## config.mk

```make
export PLATFORM = sky130hd
export DESIGN_NAME = dcm_ctrl
export DESIGN_NICKNAME = d
export VERILOG_FILES = /design/src/hdl/dcm_pkg.sv /design/src/hdl/dcm_arbiter.sv /design/src/hdl/dcm_ctrl.sv
export SDC_FILE = /design/constraint.sdc
export NUM_CORES = 1
export LEC_CHECK = 0
export ABC_AREA = 1
export CORE_MARGIN = 5
export CORE_UTILIZATION = 57
export DETAILED_ROUTE_END_ITERATION = 8
export DONT_BUFFER_PORTS = 1
export GPL_ROUTABILITY_DRIVEN = 0
export PLACE_DENSITY = 0.8
export SYNTH_ARGS = -nofsm -noshare
export SYNTH_HDL_FRONTEND = slang
export SYNTH_SLANG_ARGS = --single-unit
```

## constraint.sdc

```tcl
create_clock -name clk_sys_i -period 3.7 [get_ports clk_sys_i]
set_input_delay 0.37 -clock clk_sys_i [delete_from_list [all_inputs] [get_ports clk_sys_i]]
set_output_delay 0.37 -clock clk_sys_i [all_outputs]
set_load 0.005 [all_outputs]
```

## src/hdl/dcm_pkg.sv

```systemverilog
// package: register map, fields and command codes of the sdram command block
package dcm_pkg;

  localparam int unsigned ADDR_W = 8;
  localparam int unsigned DATA_W = 32;
  localparam int unsigned MODE_W = 14;

  // register byte offsets
  localparam logic [7:0] OFS_CMD     = 8'h04;
  localparam logic [7:0] OFS_MR_EMR1 = 8'h08;
  localparam logic [7:0] OFS_EMR2_3  = 8'h0C;
  localparam logic [7:0] OFS_CFG     = 8'h14;

  // command register fields
  localparam int unsigned BIT_INIT     = 0;
  localparam int unsigned BIT_MRS      = 1;
  localparam int unsigned BIT_SR_ENTER = 2;
  localparam int unsigned BIT_SR_EXIT  = 3;
  localparam int unsigned SEL_LSB      = 4;
  localparam int unsigned BIT_ZQCS     = 6;
  localparam int unsigned BIT_ZQCL     = 7;
  localparam int unsigned BIT_INIT_OK  = 8;
  localparam int unsigned BIT_INIT_ST  = 9;
  localparam int unsigned BIT_SR_ST    = 10;
  localparam int unsigned BIT_ZQCS_ST  = 12;
  localparam int unsigned BIT_ZQCL_ST  = 13;
  localparam int unsigned NUM_CMD      = 6;
  localparam int unsigned LO_LSB       = 0;
  localparam int unsigned HI_LSB       = 16;
  localparam int unsigned DLL_RST_BIT  = 8;
  localparam int unsigned CFG_DDR3_BIT = 0;

  localparam logic [31:0] RST_CMD   = 32'h0000_0000;
  localparam logic [31:0] RST_MODE  = 32'h0000_0000;
  localparam logic        RST_DDR3  = 1'b1;

  // one-hot pending command index
  localparam int unsigned CI_INIT = 0;
  localparam int unsigned CI_MRS  = 1;
  localparam int unsigned CI_SRE  = 2;
  localparam int unsigned CI_SRX  = 3;
  localparam int unsigned CI_ZQCS = 4;
  localparam int unsigned CI_ZQCL = 5;

  typedef enum logic [1:0] {
    MSEL_MR   = 2'b00,
    MSEL_EMR1 = 2'b01,
    MSEL_EMR2 = 2'b10,
    MSEL_EMR3 = 2'b11
  } dcm_msel_type;

  typedef enum logic [2:0] {
    SDOP_NOP  = 3'h0,
    SDOP_MRS  = 3'h1,
    SDOP_SRE  = 3'h2,
    SDOP_SRX  = 3'h3,
    SDOP_ZQCS = 3'h4,
    SDOP_ZQCL = 3'h5,
    SDOP_INIT = 3'h6
  } dcm_op_type;

  // request towards the sdram sequencer
  typedef struct packed {
    logic         valid;
    dcm_op_type   op;
    dcm_msel_type sel;
    logic [13:0]  value;
    logic         dll_reset;
  } dcm_req_type;

  // register bus request
  typedef struct packed {
    logic [7:0]  addr;
    logic [31:0] wdata;
    logic        wr;
    logic        rd;
  } dcm_bus_type;

endpackage

```

## src/hdl/dcm_arbiter.sv

```systemverilog
// module: picks the lowest pending command bit, one at a time
`timescale 1ns/1ps
module dcm_arbiter #(
  parameter int unsigned N = 6
) (
  input  wire logic [N-1:0] pend_i,
  output logic      [N-1:0] grant_o
);
  always_comb begin
    grant_o = '0;
    for (int i = N - 1; i >= 0; i--) begin
      if (pend_i[i]) begin
        grant_o = '0;
        grant_o[i] = 1'b1;
      end
    end
  end
endmodule

```

## src/hdl/dcm_ctrl.sv

```systemverilog
// module: software command and mode register set control of the sdram controller
`timescale 1ns/1ps
module dcm_ctrl (
  input  wire logic                 clk_sys_i,
  input  wire logic                 sys_rst_i,
  input  wire logic [7:0]           bus_addr_i,
  input  wire logic [31:0]          bus_wdata_i,
  input  wire logic                 bus_wr_i,
  input  wire logic                 bus_rd_i,
  output logic      [31:0]          bus_rdata_o,
  output dcm_pkg::dcm_req_type      sd_req_o,
  input  wire logic                 sd_done_i,
  output logic                      ddr3_mode_o,
  output logic                      init_ok_o
);
  import dcm_pkg::*;

  // ***************************************************
  // state
  // ***************************************************
  typedef enum logic [4:0] {
    ST_IDLE  = 5'b00001,
    ST_ISSUE = 5'b00010,
    ST_WAIT  = 5'b00100,
    ST_INIT2 = 5'b01000,
    ST_INIT3 = 5'b10000
  } dcm_state_type;

  dcm_state_type        state;
  dcm_state_type        next_state;
  logic [NUM_CMD-1:0]   pend;
  logic [NUM_CMD-1:0]   next_pend;
  logic [NUM_CMD-1:0]   cur;
  logic [NUM_CMD-1:0]   next_cur;
  logic [NUM_CMD-1:0]   grant;
  logic [1:0]           msel;
  logic [1:0]           next_msel;
  logic [31:0]          mode_lo;
  logic [31:0]          next_mode_lo;
  logic [31:0]          mode_hi;
  logic [31:0]          next_mode_hi;
  logic                 ddr3;
  logic                 next_ddr3;
  logic                 init_ok;
  logic                 next_init_ok;
  logic                 in_init;
  logic                 next_in_init;
  logic                 in_sr;
  logic                 next_in_sr;
  logic                 in_zqcs;
  logic                 next_in_zqcs;
  logic                 in_zqcl;
  logic                 next_in_zqcl;
  logic [1:0]           istep;
  logic [1:0]           next_istep;
  dcm_req_type          req;
  dcm_req_type          next_req;
  logic [31:0]          rdata;
  logic [31:0]          next_rdata;
  logic [NUM_CMD-1:0]   wr_set;
  logic [NUM_CMD-1:0]   done_clr;

  // value field of one half of a mode value register
  function automatic logic [13:0] half_of(input logic [31:0] r, input logic hi);
    half_of = hi ? r[HI_LSB +: MODE_W] : r[LO_LSB +: MODE_W];
  endfunction

  // map command register write data onto pending vector
  function automatic logic [NUM_CMD-1:0] cmd_bits(input logic [31:0] d);
    cmd_bits = '0;
    cmd_bits[CI_INIT] = d[BIT_INIT];
    cmd_bits[CI_MRS]  = d[BIT_MRS];
    cmd_bits[CI_SRE]  = d[BIT_SR_ENTER];
    cmd_bits[CI_SRX]  = d[BIT_SR_EXIT];
    cmd_bits[CI_ZQCS] = d[BIT_ZQCS];
    cmd_bits[CI_ZQCL] = d[BIT_ZQCL];
  endfunction

  dcm_arbiter #(
    .N (NUM_CMD)
  ) u_arb (
    .pend_i  (pend),
    .grant_o (grant)
  );

  // ***************************************************
  // register writes
  // ***************************************************
  always_comb begin
    next_mode_lo = mode_lo;
    next_mode_hi = mode_hi;
    next_msel    = msel;
    next_ddr3    = ddr3;
    wr_set       = '0;
    if (bus_wr_i) begin
      case (bus_addr_i)
        OFS_CMD: begin
          next_msel = bus_wdata_i[SEL_LSB +: 2];
          wr_set    = cmd_bits(bus_wdata_i);
        end
        OFS_MR_EMR1: next_mode_lo = bus_wdata_i & 32'h3FFF_3FFF;
        OFS_EMR2_3:  next_mode_hi = bus_wdata_i & 32'h3FFF_3FFF;
        OFS_CFG:     next_ddr3 = bus_wdata_i[CFG_DDR3_BIT];
        default: begin
        end
      endcase
    end
    // zq commands are meaningless on ddr2
    if (!next_ddr3) begin
      wr_set[CI_ZQCS] = 1'b0;
      wr_set[CI_ZQCL] = 1'b0;
    end
  end

  // ***************************************************
  // command sequencing
  // ***************************************************
  assign done_clr = (state == ST_WAIT && sd_done_i) ? cur : '0;

  always_comb begin
    next_state   = state;
    next_cur     = cur;
    next_istep   = istep;
    next_init_ok = init_ok;
    next_in_init = in_init;
    next_in_sr   = in_sr;
    next_in_zqcs = in_zqcs;
    next_in_zqcl = in_zqcl;
    next_req     = req;
    next_req.valid = 1'b0;
    // set wins over completion clear
    next_pend = (pend & ~done_clr) | wr_set;
    case (state)
      ST_IDLE: begin
        if (|pend) begin
          next_cur   = grant;
          next_state = ST_ISSUE;
        end
      end
      ST_ISSUE: begin
        next_req.valid     = 1'b1;
        next_req.dll_reset = 1'b0;
        next_req.sel       = dcm_msel_type'(msel);
        next_req.value     = '0;
        next_state         = ST_WAIT;
        case (1'b1)
          cur[CI_INIT]: begin
            next_req.op  = SDOP_MRS;
            next_req.sel = MSEL_EMR1;
            next_req.value = half_of(mode_lo, 1'b1);
            next_in_init = 1'b1;
            next_init_ok = 1'b0;
            next_istep   = 2'd0;
          end
          cur[CI_MRS]: begin
            next_req.op    = SDOP_MRS;
            next_req.value = half_of(msel[1] ? mode_hi : mode_lo, msel[0]);
          end
          cur[CI_SRE]: begin
            next_req.op = SDOP_SRE;
            next_in_sr  = 1'b1;
          end
          cur[CI_SRX]: next_req.op = SDOP_SRX;
          cur[CI_ZQCS]: begin
            next_req.op  = SDOP_ZQCS;
            next_in_zqcs = 1'b1;
          end
          cur[CI_ZQCL]: begin
            next_req.op  = SDOP_ZQCL;
            next_in_zqcl = 1'b1;
          end
          default: next_req.op = SDOP_NOP;
        endcase
      end
      ST_WAIT: begin
        if (sd_done_i) begin
          next_in_zqcs = 1'b0;
          next_in_zqcl = 1'b0;
          if (cur[CI_SRX]) begin
            next_in_sr = 1'b0;
          end
          if (cur[CI_INIT] && istep == 2'd0) begin
            next_pend  = next_pend | cur; // keep init pending through its steps
            next_state = ST_INIT2;
          end else if (cur[CI_INIT] && istep == 2'd1) begin
            next_pend  = next_pend | cur;
            next_state = ST_INIT3;
          end else begin
            if (cur[CI_INIT]) begin
              next_in_init = 1'b0;
              next_init_ok = 1'b1;
            end
            next_cur   = '0;
            next_state = ST_IDLE;
          end
        end
      end
      ST_INIT2: begin
        // mr with dll reset forced high regardless of software value
        next_req.valid     = 1'b1;
        next_req.op        = SDOP_MRS;
        next_req.sel       = MSEL_MR;
        next_req.value     = half_of(mode_lo, 1'b0);
        next_req.value[DLL_RST_BIT] = 1'b1;
        next_istep = 2'd1;
        next_state = ST_WAIT;
      end
      ST_INIT3: begin
        // final phase: phy compensation calibration and zq init
        next_req.valid     = 1'b1;
        next_req.op        = SDOP_INIT;
        next_req.sel       = MSEL_MR;
        next_req.value     = '0;
        next_req.dll_reset = 1'b0;
        next_istep = 2'd2;
        next_state = ST_WAIT;
      end
      default: next_state = ST_IDLE;
    endcase
  end

  // ***************************************************
  // read data
  // ***************************************************
  always_comb begin
    next_rdata = 32'h0000_0000;
    if (bus_rd_i) begin
      case (bus_addr_i)
        OFS_CMD: begin
          next_rdata[BIT_INIT]          = pend[CI_INIT];
          next_rdata[BIT_MRS]           = pend[CI_MRS];
          next_rdata[BIT_SR_ENTER]      = pend[CI_SRE];
          next_rdata[BIT_SR_EXIT]       = pend[CI_SRX];
          next_rdata[SEL_LSB +: 2]      = msel;
          next_rdata[BIT_ZQCS]          = pend[CI_ZQCS];
          next_rdata[BIT_ZQCL]          = pend[CI_ZQCL];
          next_rdata[BIT_INIT_OK]       = init_ok;
          next_rdata[BIT_INIT_ST]       = in_init;
          next_rdata[BIT_SR_ST]         = in_sr;
          next_rdata[BIT_ZQCS_ST]       = in_zqcs;
          next_rdata[BIT_ZQCL_ST]       = in_zqcl;
        end
        OFS_MR_EMR1: next_rdata = mode_lo;
        OFS_EMR2_3:  next_rdata = mode_hi;
        OFS_CFG:     next_rdata[CFG_DDR3_BIT] = ddr3;
        default:     next_rdata = 32'h0000_0000;
      endcase
    end
  end

  // ***************************************************
  // registers
  // ***************************************************
  always_ff @(posedge clk_sys_i or posedge sys_rst_i) begin
    if (sys_rst_i) begin
      state   <= ST_IDLE;
      pend    <= '0;
      cur     <= '0;
      msel    <= 2'b00;
      mode_lo <= RST_MODE;
      mode_hi <= RST_MODE;
      ddr3    <= RST_DDR3;
      init_ok <= 1'b0;
      in_init <= 1'b0;
      in_sr   <= 1'b0;
      in_zqcs <= 1'b0;
      in_zqcl <= 1'b0;
      istep   <= 2'd0;
      req     <= '0;
      rdata   <= RST_CMD;
    end else begin
      state   <= next_state;
      pend    <= next_pend;
      cur     <= next_cur;
      msel    <= next_msel;
      mode_lo <= next_mode_lo;
      mode_hi <= next_mode_hi;
      ddr3    <= next_ddr3;
      init_ok <= next_init_ok;
      in_init <= next_in_init;
      in_sr   <= next_in_sr;
      in_zqcs <= next_in_zqcs;
      in_zqcl <= next_in_zqcl;
      istep   <= next_istep;
      req     <= next_req;
      rdata   <= next_rdata;
    end
  end

  assign bus_rdata_o = rdata;
  assign sd_req_o    = req;
  assign ddr3_mode_o = ddr3;
  assign init_ok_o   = init_ok;
endmodule

```

# Word-level counts from Yosys, hierarchy flattened
# Index checks and enable logic that the tools add are counted.
[classes]
n_eq_ne = 25
mux = 76
bitwise = 4
n_reduce_logical = 19
[ops]
columns = ["op", "count"]
rows = [
  ["2-to-1 mux 6 bit", 17],
  ["2-to-1 mux 30 bit", 2],
  ["case mux 20 bit (3 select lines)", 1],
  ["2-to-1 mux 14 bit", 3],
  ["case mux 16 bit (2 select lines)", 1],
  ["inequality test 2 bit (second input constant)", 15],
  ["case mux 10 bit (3 select lines)", 1],
  ["2-to-1 mux 1 bit", 27],
  ["2-to-1 mux 5 bit", 4],
  ["2-to-1 mux 3 bit", 6],
  ["equality test 8 x 4 -> 1 bit (second input constant)", 2],
  ["case mux 5 bit (3 select lines)", 1],
  ["bitwise OR 6 bit", 2],
  ["case mux 1 bit (2 select lines)", 6],
  ["case mux 2 bit (3 select lines)", 2],
  ["case mux 6 bit (2 select lines)", 1],
  ["AND reduction 6 bit", 2],
  ["AND reduction 2 bit", 5],
  ["equality test 8 x 3 -> 1 bit (second input constant)", 1],
  ["equality test 8 x 5 -> 1 bit (second input constant)", 1],
  ["AND reduction 8 bit", 1],
  ["AND reduction 7 bit", 1],
  ["bitwise AND 6 bit", 1],
  ["2-to-1 mux 2 bit", 3],
  ["other kinds (15)", 18],
]
[word_totals]
register_bits = 135
inputBits = 45
output_inout_bits = 55

# Logic depth before layout (Yosys ltp)
# Gate-level depths: netlist (run 1).
[depth]
depth_word = 11
ltp_mapped = 10
depth_no_buf = 9

# Hierarchy
# A second synthesis (run 1) with hierarchy kept.
[unflattened]
cells_unflattened = 813
hier_area_um2 = 6661.4
[by_module_without_submodules]
columns = ["module", "n_inst", "cells_per_inst", "area_each_um2"]
rows = [
  ["dcm_ctrl", 1, 799, 6602.6],
  ["dcm_arbiter", 1, 14, 58.8],
]

# Worst setup path before layout (run 1)
# Ideal clock, no wire load.
[synth_path]
kind = "input port to flip-flop"
from = "input bus_addr_i[7]"
to = "register mode_hi[0]"
setup_ps = 119
arrival_time_ps = 1324
t_required_ps = 3581
path_slack_ps = 2257
cell_stages = 8
n_path_buf = 2
path_cell_list = "nor2_1 nand3_2 nor3_4 nand2_2 buf_6 buf_6 nand2_1 o21ai_2"
[synth_via]
elab_chain_cells = 2
[synth_lines]
columns = ["item", "line", "rtl"]
rows = [
  ["from (decl)", "dcm_ctrl.sv:6", "input wire logic [7:0] bus_addr_i,"],
  ["equality test 8 x 4 -> 1 bit", "dcm_ctrl.sv:96", "case (bus_addr_i)"],
  ["AND reduction 2 bit (no line)", "--", ""],
  ["to (signal assigned)", "dcm_ctrl.sv:277", "mode_hi <= next_mode_hi;"],
  ["to (decl)", "dcm_ctrl.sv:40", "logic [31:0] mode_hi;"],
]
# Every way passes these cells.
# A chain may end at the register's enable or synchronous reset.

# Final worst setup path (run 1)
[layout_path]
from = "register state[1]"
to = "register req (netlist bit sd_req_o[19])"
[layout_via]
elab_chain_cells = 2
[layout_lines]
columns = ["item", "line", "rtl"]
rows = [
  ["from (decl)", "dcm_ctrl.sv:29", "dcm_state_type state;"],
  ["from (signal assigned)", "dcm_ctrl.sv:272", "state <= next_state;"],
  ["equality test 5 bit (tied with other cells)", "dcm_ctrl.sv:133", "case (state)"],
  ["case mux 20 bit (3 select lines) / nonzero test 3 bit (equally long branches)", "--", ""],
  ["to (signal assigned)", "dcm_ctrl.sv:285", "req <= next_req;"],
  ["to (decl)", "dcm_ctrl.sv:56", "dcm_req_type req;"],
]
# Several ways; a longest one is shown, not always the timed one.

==> run_results.csv, run 1 <==
group,metric,value,unit
finish,drive_gt1_frac,0.111,
routing,vias,5636,
clocking,cts_tree,"yes",
finish,final_common_cell,"nand2_1",
floorplanning,die_x,116,µm
critical_path,required,3980,ps
finish,fin_nets,836,
timing,fin_crit_sh,0.555,
power_and_ir_drop,leakagePower,3.52,nW
global_route,grt_pass1_wl,28000,µm
clocking,ctsHoldBuffers,0,
power_and_ir_drop,irDropWorstVdd,0.352,mV
clocking,clock-sinks,131,
placed_design,dp_cells,912,
floorplanning,core_area,0.0109,mm²
timing,rsz0062_at_grt,"false",
finish,fillers,934,
critical_path,worstSetupEndpointType,"register",
synth,synth.distinct_cells,36,
finish,final_cell_mix,"nand2_1 (200), dfrtp_1 (129), inv_1 (81), nand3_1 (80), nor2_1 (61)",
timing,max-slew-margin-rel,0.247,
timing,max_freq,487,MHz
timing,fin_crit,2050,ps
floorplanning,rows,38,
critical_path,path_max_fanout,20,
critical_path,path_class,"reg2reg",
outcome,outcome,"complete, no violations",
floorplanning,io_pins,100,
synth,synth.ff_latch_count,131,
clocking,cts_buffers,17,
floorplanning,die_area,0.0135,mm²
routing,first_iter_violations,648,
critical_path,critPathArrivalTime,2330,ps
clocking,cts_setup_buffers,0,
timing,skew,6.19,ps
routing,drt-wirelength-per-cell,18.3,µm
finish,seq_area,0.00328,mm²
placed_design,io_buffers,0,
timing,setup_viol_count_final,0,
global_route,grt_pass1_vias,5558,
clocking,cts_root_buffer,"clkbuf_16",
timing,hold_viol,0,
clocking,htreeDepth,4,
synth,synth_top_area_frac,0.502,
floorplanning,die_h,116,µm
floorplanning,start_util,0.588,
routing,vias_per_cell,5.97,
global_route,grt_use_total,0.269,
synth,synth_area_leaders,"dfrtp_1 (50%), nand2_1 (12%), nand3_1 (6.2%)",
synth,synth_cells,803,
finish,multi_input_area,0.00256,mm²
min_path,hp-class,"in2async",
clocking,path_clk_slew,60,ps
power_and_ir_drop,finalPower,4.19,mW
synth,seq_area_frac_synth,0.510,
clocking,cts_buffer_depth,2,
routing,drc_errors,0,
routing,ant_nets,0,
critical_path,start_kind,"register",
routing,drt-total-wl,17200,µm
global_route,grt_max_degree,57,
synth,synth_area,0.00643,mm²
clocking,clkLatencyLatePin,430,ps
timing,worst_pin_slew,1120,ps
routing,firstDrtPassIters,5,
timing,slew_viol_final,0,
finish,diodes,0,
global_route,antenna_found_initial,0,
finish,syn_to_final_growth,9.38,%
clocking,cts_resized,0,
power_and_ir_drop,powerDensity,596,mW/mm²
job,cap_viol_max_count,0,
global_route,grt_overflow,0,
synth,ys_warn_count,0,
synth,synth.avg_cell_area,8.00,µm²
finish,layoutNonFillerInstCount,944,
placed_design,place_hpwl,11500,µm
timing,tns,0,ps
synth,synth_top_area_cell,"dfrtp_1",
## final timing paths
kind                            slack, ps  startpoint               to  cells after the start
worst min-delay path                   30   sys_rst_i      mode_hi[28]                      1
worst min register to register        500     in_zqcl          in_zqcl                      2
worst max-delay path                 1650    state[1]     sd_req_o[19]                      6
worst max register to register       1650    state[1]     sd_req_o[19]                      6
max in group asynchronous            2610   sys_rst_i  bus_rdata_o[19]                      2
min in group clk_sys_i                 60    bus_rd_i   bus_rdata_o[9]                      2
## stage by stage
step	utilization	area (µm²)	setup WS (ps)	hold slack (ps)
floorplan	-	6450	1710	442
global placement	0.587	6420	1600	468
detailed placement	0.587	6420	1590	481
CTS	0.643	7030	1690	57.5
global route	0.643	7030	1550	61.7
finish	0.643	7030	1650	34.7
## cell type report
type / instances / share of cell area
clock buffers: 19 / 0.0616
clock inverters: 13 / 0.0249
inverters: 96 / 0.0518
multi-input cells: 540 / 0.365
flip-flops and latches: 131 / 0.467
well taps: 140 / 0.0249
repair buffers: 5 / 0.00534
## worst max-delay path, cell delays in order, from the launching register on
cell,delay (ps)
dfrtp_1,430
nor2_4,210
nand4_2,500
nand3_1,310
inv_2,220
nand2_1,130
nand3_1,110
## synth_stat cells
cell type,n
a211oi_1,1
a21boi_0,1
a21oi_1,44
a31o_1,1
buf_1,1
buf_2,14
buf_4,9
buf_6,5
clkbuf_1,11
clkinv_1,1
conb_1,1
dfrtp_1,129
dfstp_2,2
inv_1,82
inv_2,13
nand2_1,200
nand2_2,3
nand3_1,80
nand3_2,2
nand3_4,1
nand3b_1,1
nand4_1,8
nand4_2,1
nor2_1,62
nor2_2,5
nor2_4,3
nor3_1,1
nor3_4,2
o211ai_1,2
o21a_1,1
o21ai_0,34
o21ai_1,58
o21ai_2,20
o21bai_1,1
o22ai_1,1
o31ai_1,2
## kinds of logic (layout without fill, tap and decap cells)
family,after synthesis,after routing,share of synthesized area
AO/OA/AOI/OAI,166,166,0.145
buffers and inverters,136,133,0.0932
flip-flops,131,131,0.510
other,1,5,0.000583
AND/OR/NAND/NOR,369,369,0.251
## flip-flops by register name, indices dropped and copies added (netlist names), 2 cells and up
register     count
bus_rdata_o     28
mode_hi         28
mode_lo         28
sd_req_o        20
cur              6
pend             6
state            5
istep            2
msel             2
## report_power, final
part / switching [mW] / leakage (nW) / internal [mW]
clock network: 0.667 / 0.289 / 1.07
logic: 0.496 / 1.45 / 0.205
registers: 0.165 / 1.78 / 1.59
total: 1.33 / 3.52 / 2.86
## routing by layer
metal,GRT usage,wire length (µm),vias to the layer above
li1,-,-,2564
met4,0.113,561,0
met2,0.412,7980,367
met1,0.348,6690,2653
met3,0.0964,2020,52
met5,0,0,-
Note: power is estimated with default switching activity, not from simulation.
==> run 2: changes to the inputs <==
- ABC_AREA: 1 -> 0
- CORE_UTILIZATION: 57 -> 60
- PLACE_DENSITY: 0.8 -> 0.81
- clock period: 3.7 -> 2.15 ns (I/O delays scaled with it)
==> run 2 against run 1 <==
  * Final cell count is 28% lower
  * Core utilization increased by 7.2 points
  * Total power grew 56%
  * Final area grew 3.0%
  * Area after synthesis fell by 4.3%
  * Worst hold slack worse by 22 ps
  * Wire length decreased by 7.1%
  * Worst setup slack worse by 1500 ps
  * Critical path depth is 1 lower
  * Clock power is 49% higher
  * Critical endpoint is now cur[3]
==> run_results.csv, run 2 <==
group,metric,value,unit
routing,ant_nets,0,
placed_design,place_hpwl,9830,µm
floorplanning,io_pins,100,
finish,final_common_cell,"dfrtp_1",
global_route,grt_use_total,0.270,
placed_design,io_buffers,0,
min_path,hp-class,"in2reg",
floorplanning,rows,37,
synth,synth.ff_latch_count,131,
global_route,grt_overflow,0,
critical_path,startpoint,"state[4]",
placed_design,dp_cells,612,
clocking,htreeDepth,4,
floorplanning,core_area,0.0101,mm²
min_path,whs_path_depth,3,
clocking,cts_root_buffer,"clkbuf_8",
finish,fin_nets,577,
timing,worst_pin_slew,885,ps
timing,max-slew-margin-rel,0.410,
critical_path,worstSetupEndpointType,"register",
synth,yosys.area_share.xor_xnor,0.00142,
critical_path,path_class,"reg2reg",
timing,max_freq,496,MHz
finish,fillers,644,
routing,firstDrtPassIters,5,
timing,whs,13.0,ps
placed_design,place_ws,78.3,ps
min_path,hold_path_end,"pend[0]",
synth,synth_top_family_by_area,"multiplexers",
synth,synth.avg_cell_area,12.7,µm²
floorplanning,die_area,0.0124,mm²
synth,synth_area_leaders,"dfrtp_1 (52%), mux2_2 (7.7%), mux2_4 (7.3%)",
critical_path,start_kind,"register",
critical_path,critPathArrivalTime,2390,ps
clocking,clkLatencyLatePin,510,ps
synth,ys_warn_count,0,
power_and_ir_drop,powerDensity,905,mW/mm²
routing,drc_errors,0,
finish,diodes,0,
clocking,cts_buffer_depth,2,
job,cap_viol_max_count,0,
synth,synthSimpleGateAreaFrac,0.0946,
power_and_ir_drop,leakagePower,3.45,nW
floorplanning,die_h,111,µm
global_route,grt_pass1_wl,26100,µm
critical_path,r2r-start,"state[4]",
critical_path,rrSetupSlack,130,ps
finish,drive_gt1_frac,0.267,
finish,syn_to_final_growth,17.8,%
global_route,antenna_found_initial,0,
synth,synthMuxAreaShare,0.234,
clocking,clock-sinks,131,
timing,fin_crit,2020,ps
timing,tns,0,ps
finish,fin_area,0.00724,mm²
finish,final_util,0.714,
outcome,outcome,"complete, no violations",
routing,drt-wirelength-per-cell,23.6,µm
global_route,grt_pass1_vias,4714,
timing,setup_viol_count_final,0,
finish,layoutNonFillerInstCount,680,
routing,first_iter_violations,438,
min_path,min-delay-start,"bus_addr_i[3]",
synth,seq_area_frac_synth,0.533,
clocking,cts_tree,"yes",
global_route,grt_max_degree,132,
finish,final_cell_mix,"dfrtp_1 (129), nor2_1 (46), mux2_2 (42), nand2_1 (36), dlygate4sd3_1 (36)",
synth,synth_compound_area_frac,0.0867,
floorplanning,start_util,0.607,
timing,rsz0062_at_grt,"false",
routing,drt-total-wl,16000,µm
timing,hold_viol,0,
critical_path,required,2530,ps
power_and_ir_drop,finalPower,6.56,mW
clocking,path_clk_slew,60,ps
synth,synth.distinct_cells,54,
synth,synth_top_area_frac,0.525,
synth,synth_area,0.00615,mm²
synth,postSynth.asyncResetShare,1.00,
critical_path,rr_endpoint,"cur[3]",
synth,synth_edf_count,0,
routing,vias_per_cell,6.56,
placed_design,placed_area,0.00631,mm²
power_and_ir_drop,irDropWorstVdd,0.548,mV
synth,synth_cells,486,
synth,post-synth-top-count-cell,"dfrtp_1",
critical_path,r2r.worst_path.cells,5,
synth,synthAdderAreaFrac,0,
synth,ys.flop_type,"dfrtp_1",
timing,fin_crit_sh,0.938,
synth,synth_top_area_cell,"dfrtp_1",
timing,skew,6.31,ps
timing,slew_viol_final,0,
clocking,cts_buffers,17,
routing,vias,4461,
floorplanning,die_x,111,µm
synth,synth_common_cells,"dfrtp_1 (129), nor2_1 (46), mux2_2 (42), nand2_1 (36), mux2_4 (30)",
critical_path,path_max_fanout,9,
timing,timing.final.ws_setup,133,ps
==> run 2: changes by cell type in the layout (fill, tap and decap cells not counted), sizes merged, moves of 36 or more <==
cell	before	now
nand2	203	36
nand3	83	8
inv	98	15
o21ai	112	19
mux2	0	72
dlygate4sd3	0	36
a21oi	44	3
==> run 2: final cells by class <==
type | instances | area, µm² | area share
clock buffer | 27 | 522 | 0.0720
clock inverter | 4 | 20.0 | 0.00276
inverter | 17 | 67.6 | 0.00933
multi-input combinational | 306 | 2590 | 0.357
sequential | 131 | 3280 | 0.453
tap | 136 | 170 | 0.0235
timing repair buffer | 59 | 596 | 0.0822
==> run 2: logic make-up after synthesis <==
family          after synthesis
other cells                   1
flops                       131
buf+inv                      53
mux                         106
compound gates               73
xor+xnor                      1
simple gates                121
==> run 2: how the worst max path moves through the flow <==
stage / endpoint / slack, ps / cells after the start
after floorplan: mode_hi[10] / 250 / 6
after global placement: pend[3] / 180 / 4
after detailed placement: pend[3] / 80 / 4
after CTS: pend[3] / 70 / 4
after global routing: state[0] / 50 / 3
final: cur[3] / 130 / 5
==> run 2: critical path, stage by stage (launching register included) <==
cell,delay [ps]
dfrtp_1,450
or4b_1,690
nand2b_1,320
o22ai_1,160
buf_4,160
o21ai_0,100
==> run 2: layer usage <==
layer  vias up  wire, µm  part of all wire  global-route usage
li1       1863         -                 -                   -
met1      2305      6010              0.37               0.333
met2       247      8130              0.51               0.442
met3        46      1440             0.090              0.0890
met4         0       455             0.028               0.101
met5         -         0                 0                   0
==> run 2: power by group <==
| part | switching (mW) | internal, mW |
|---|---|---|
| logic | 0.556 | 0.434 |
| clock network | 0.984 | 1.62 |
| registers | 0.264 | 2.70 |
==> run 2: what timing repair did <==
action	CTS	global route
buffers inserted	0	0
hold endpoints to repair	225	0
gates resized for setup	0	1
setup endpoints to repair	0	1
hold buffers	37	0
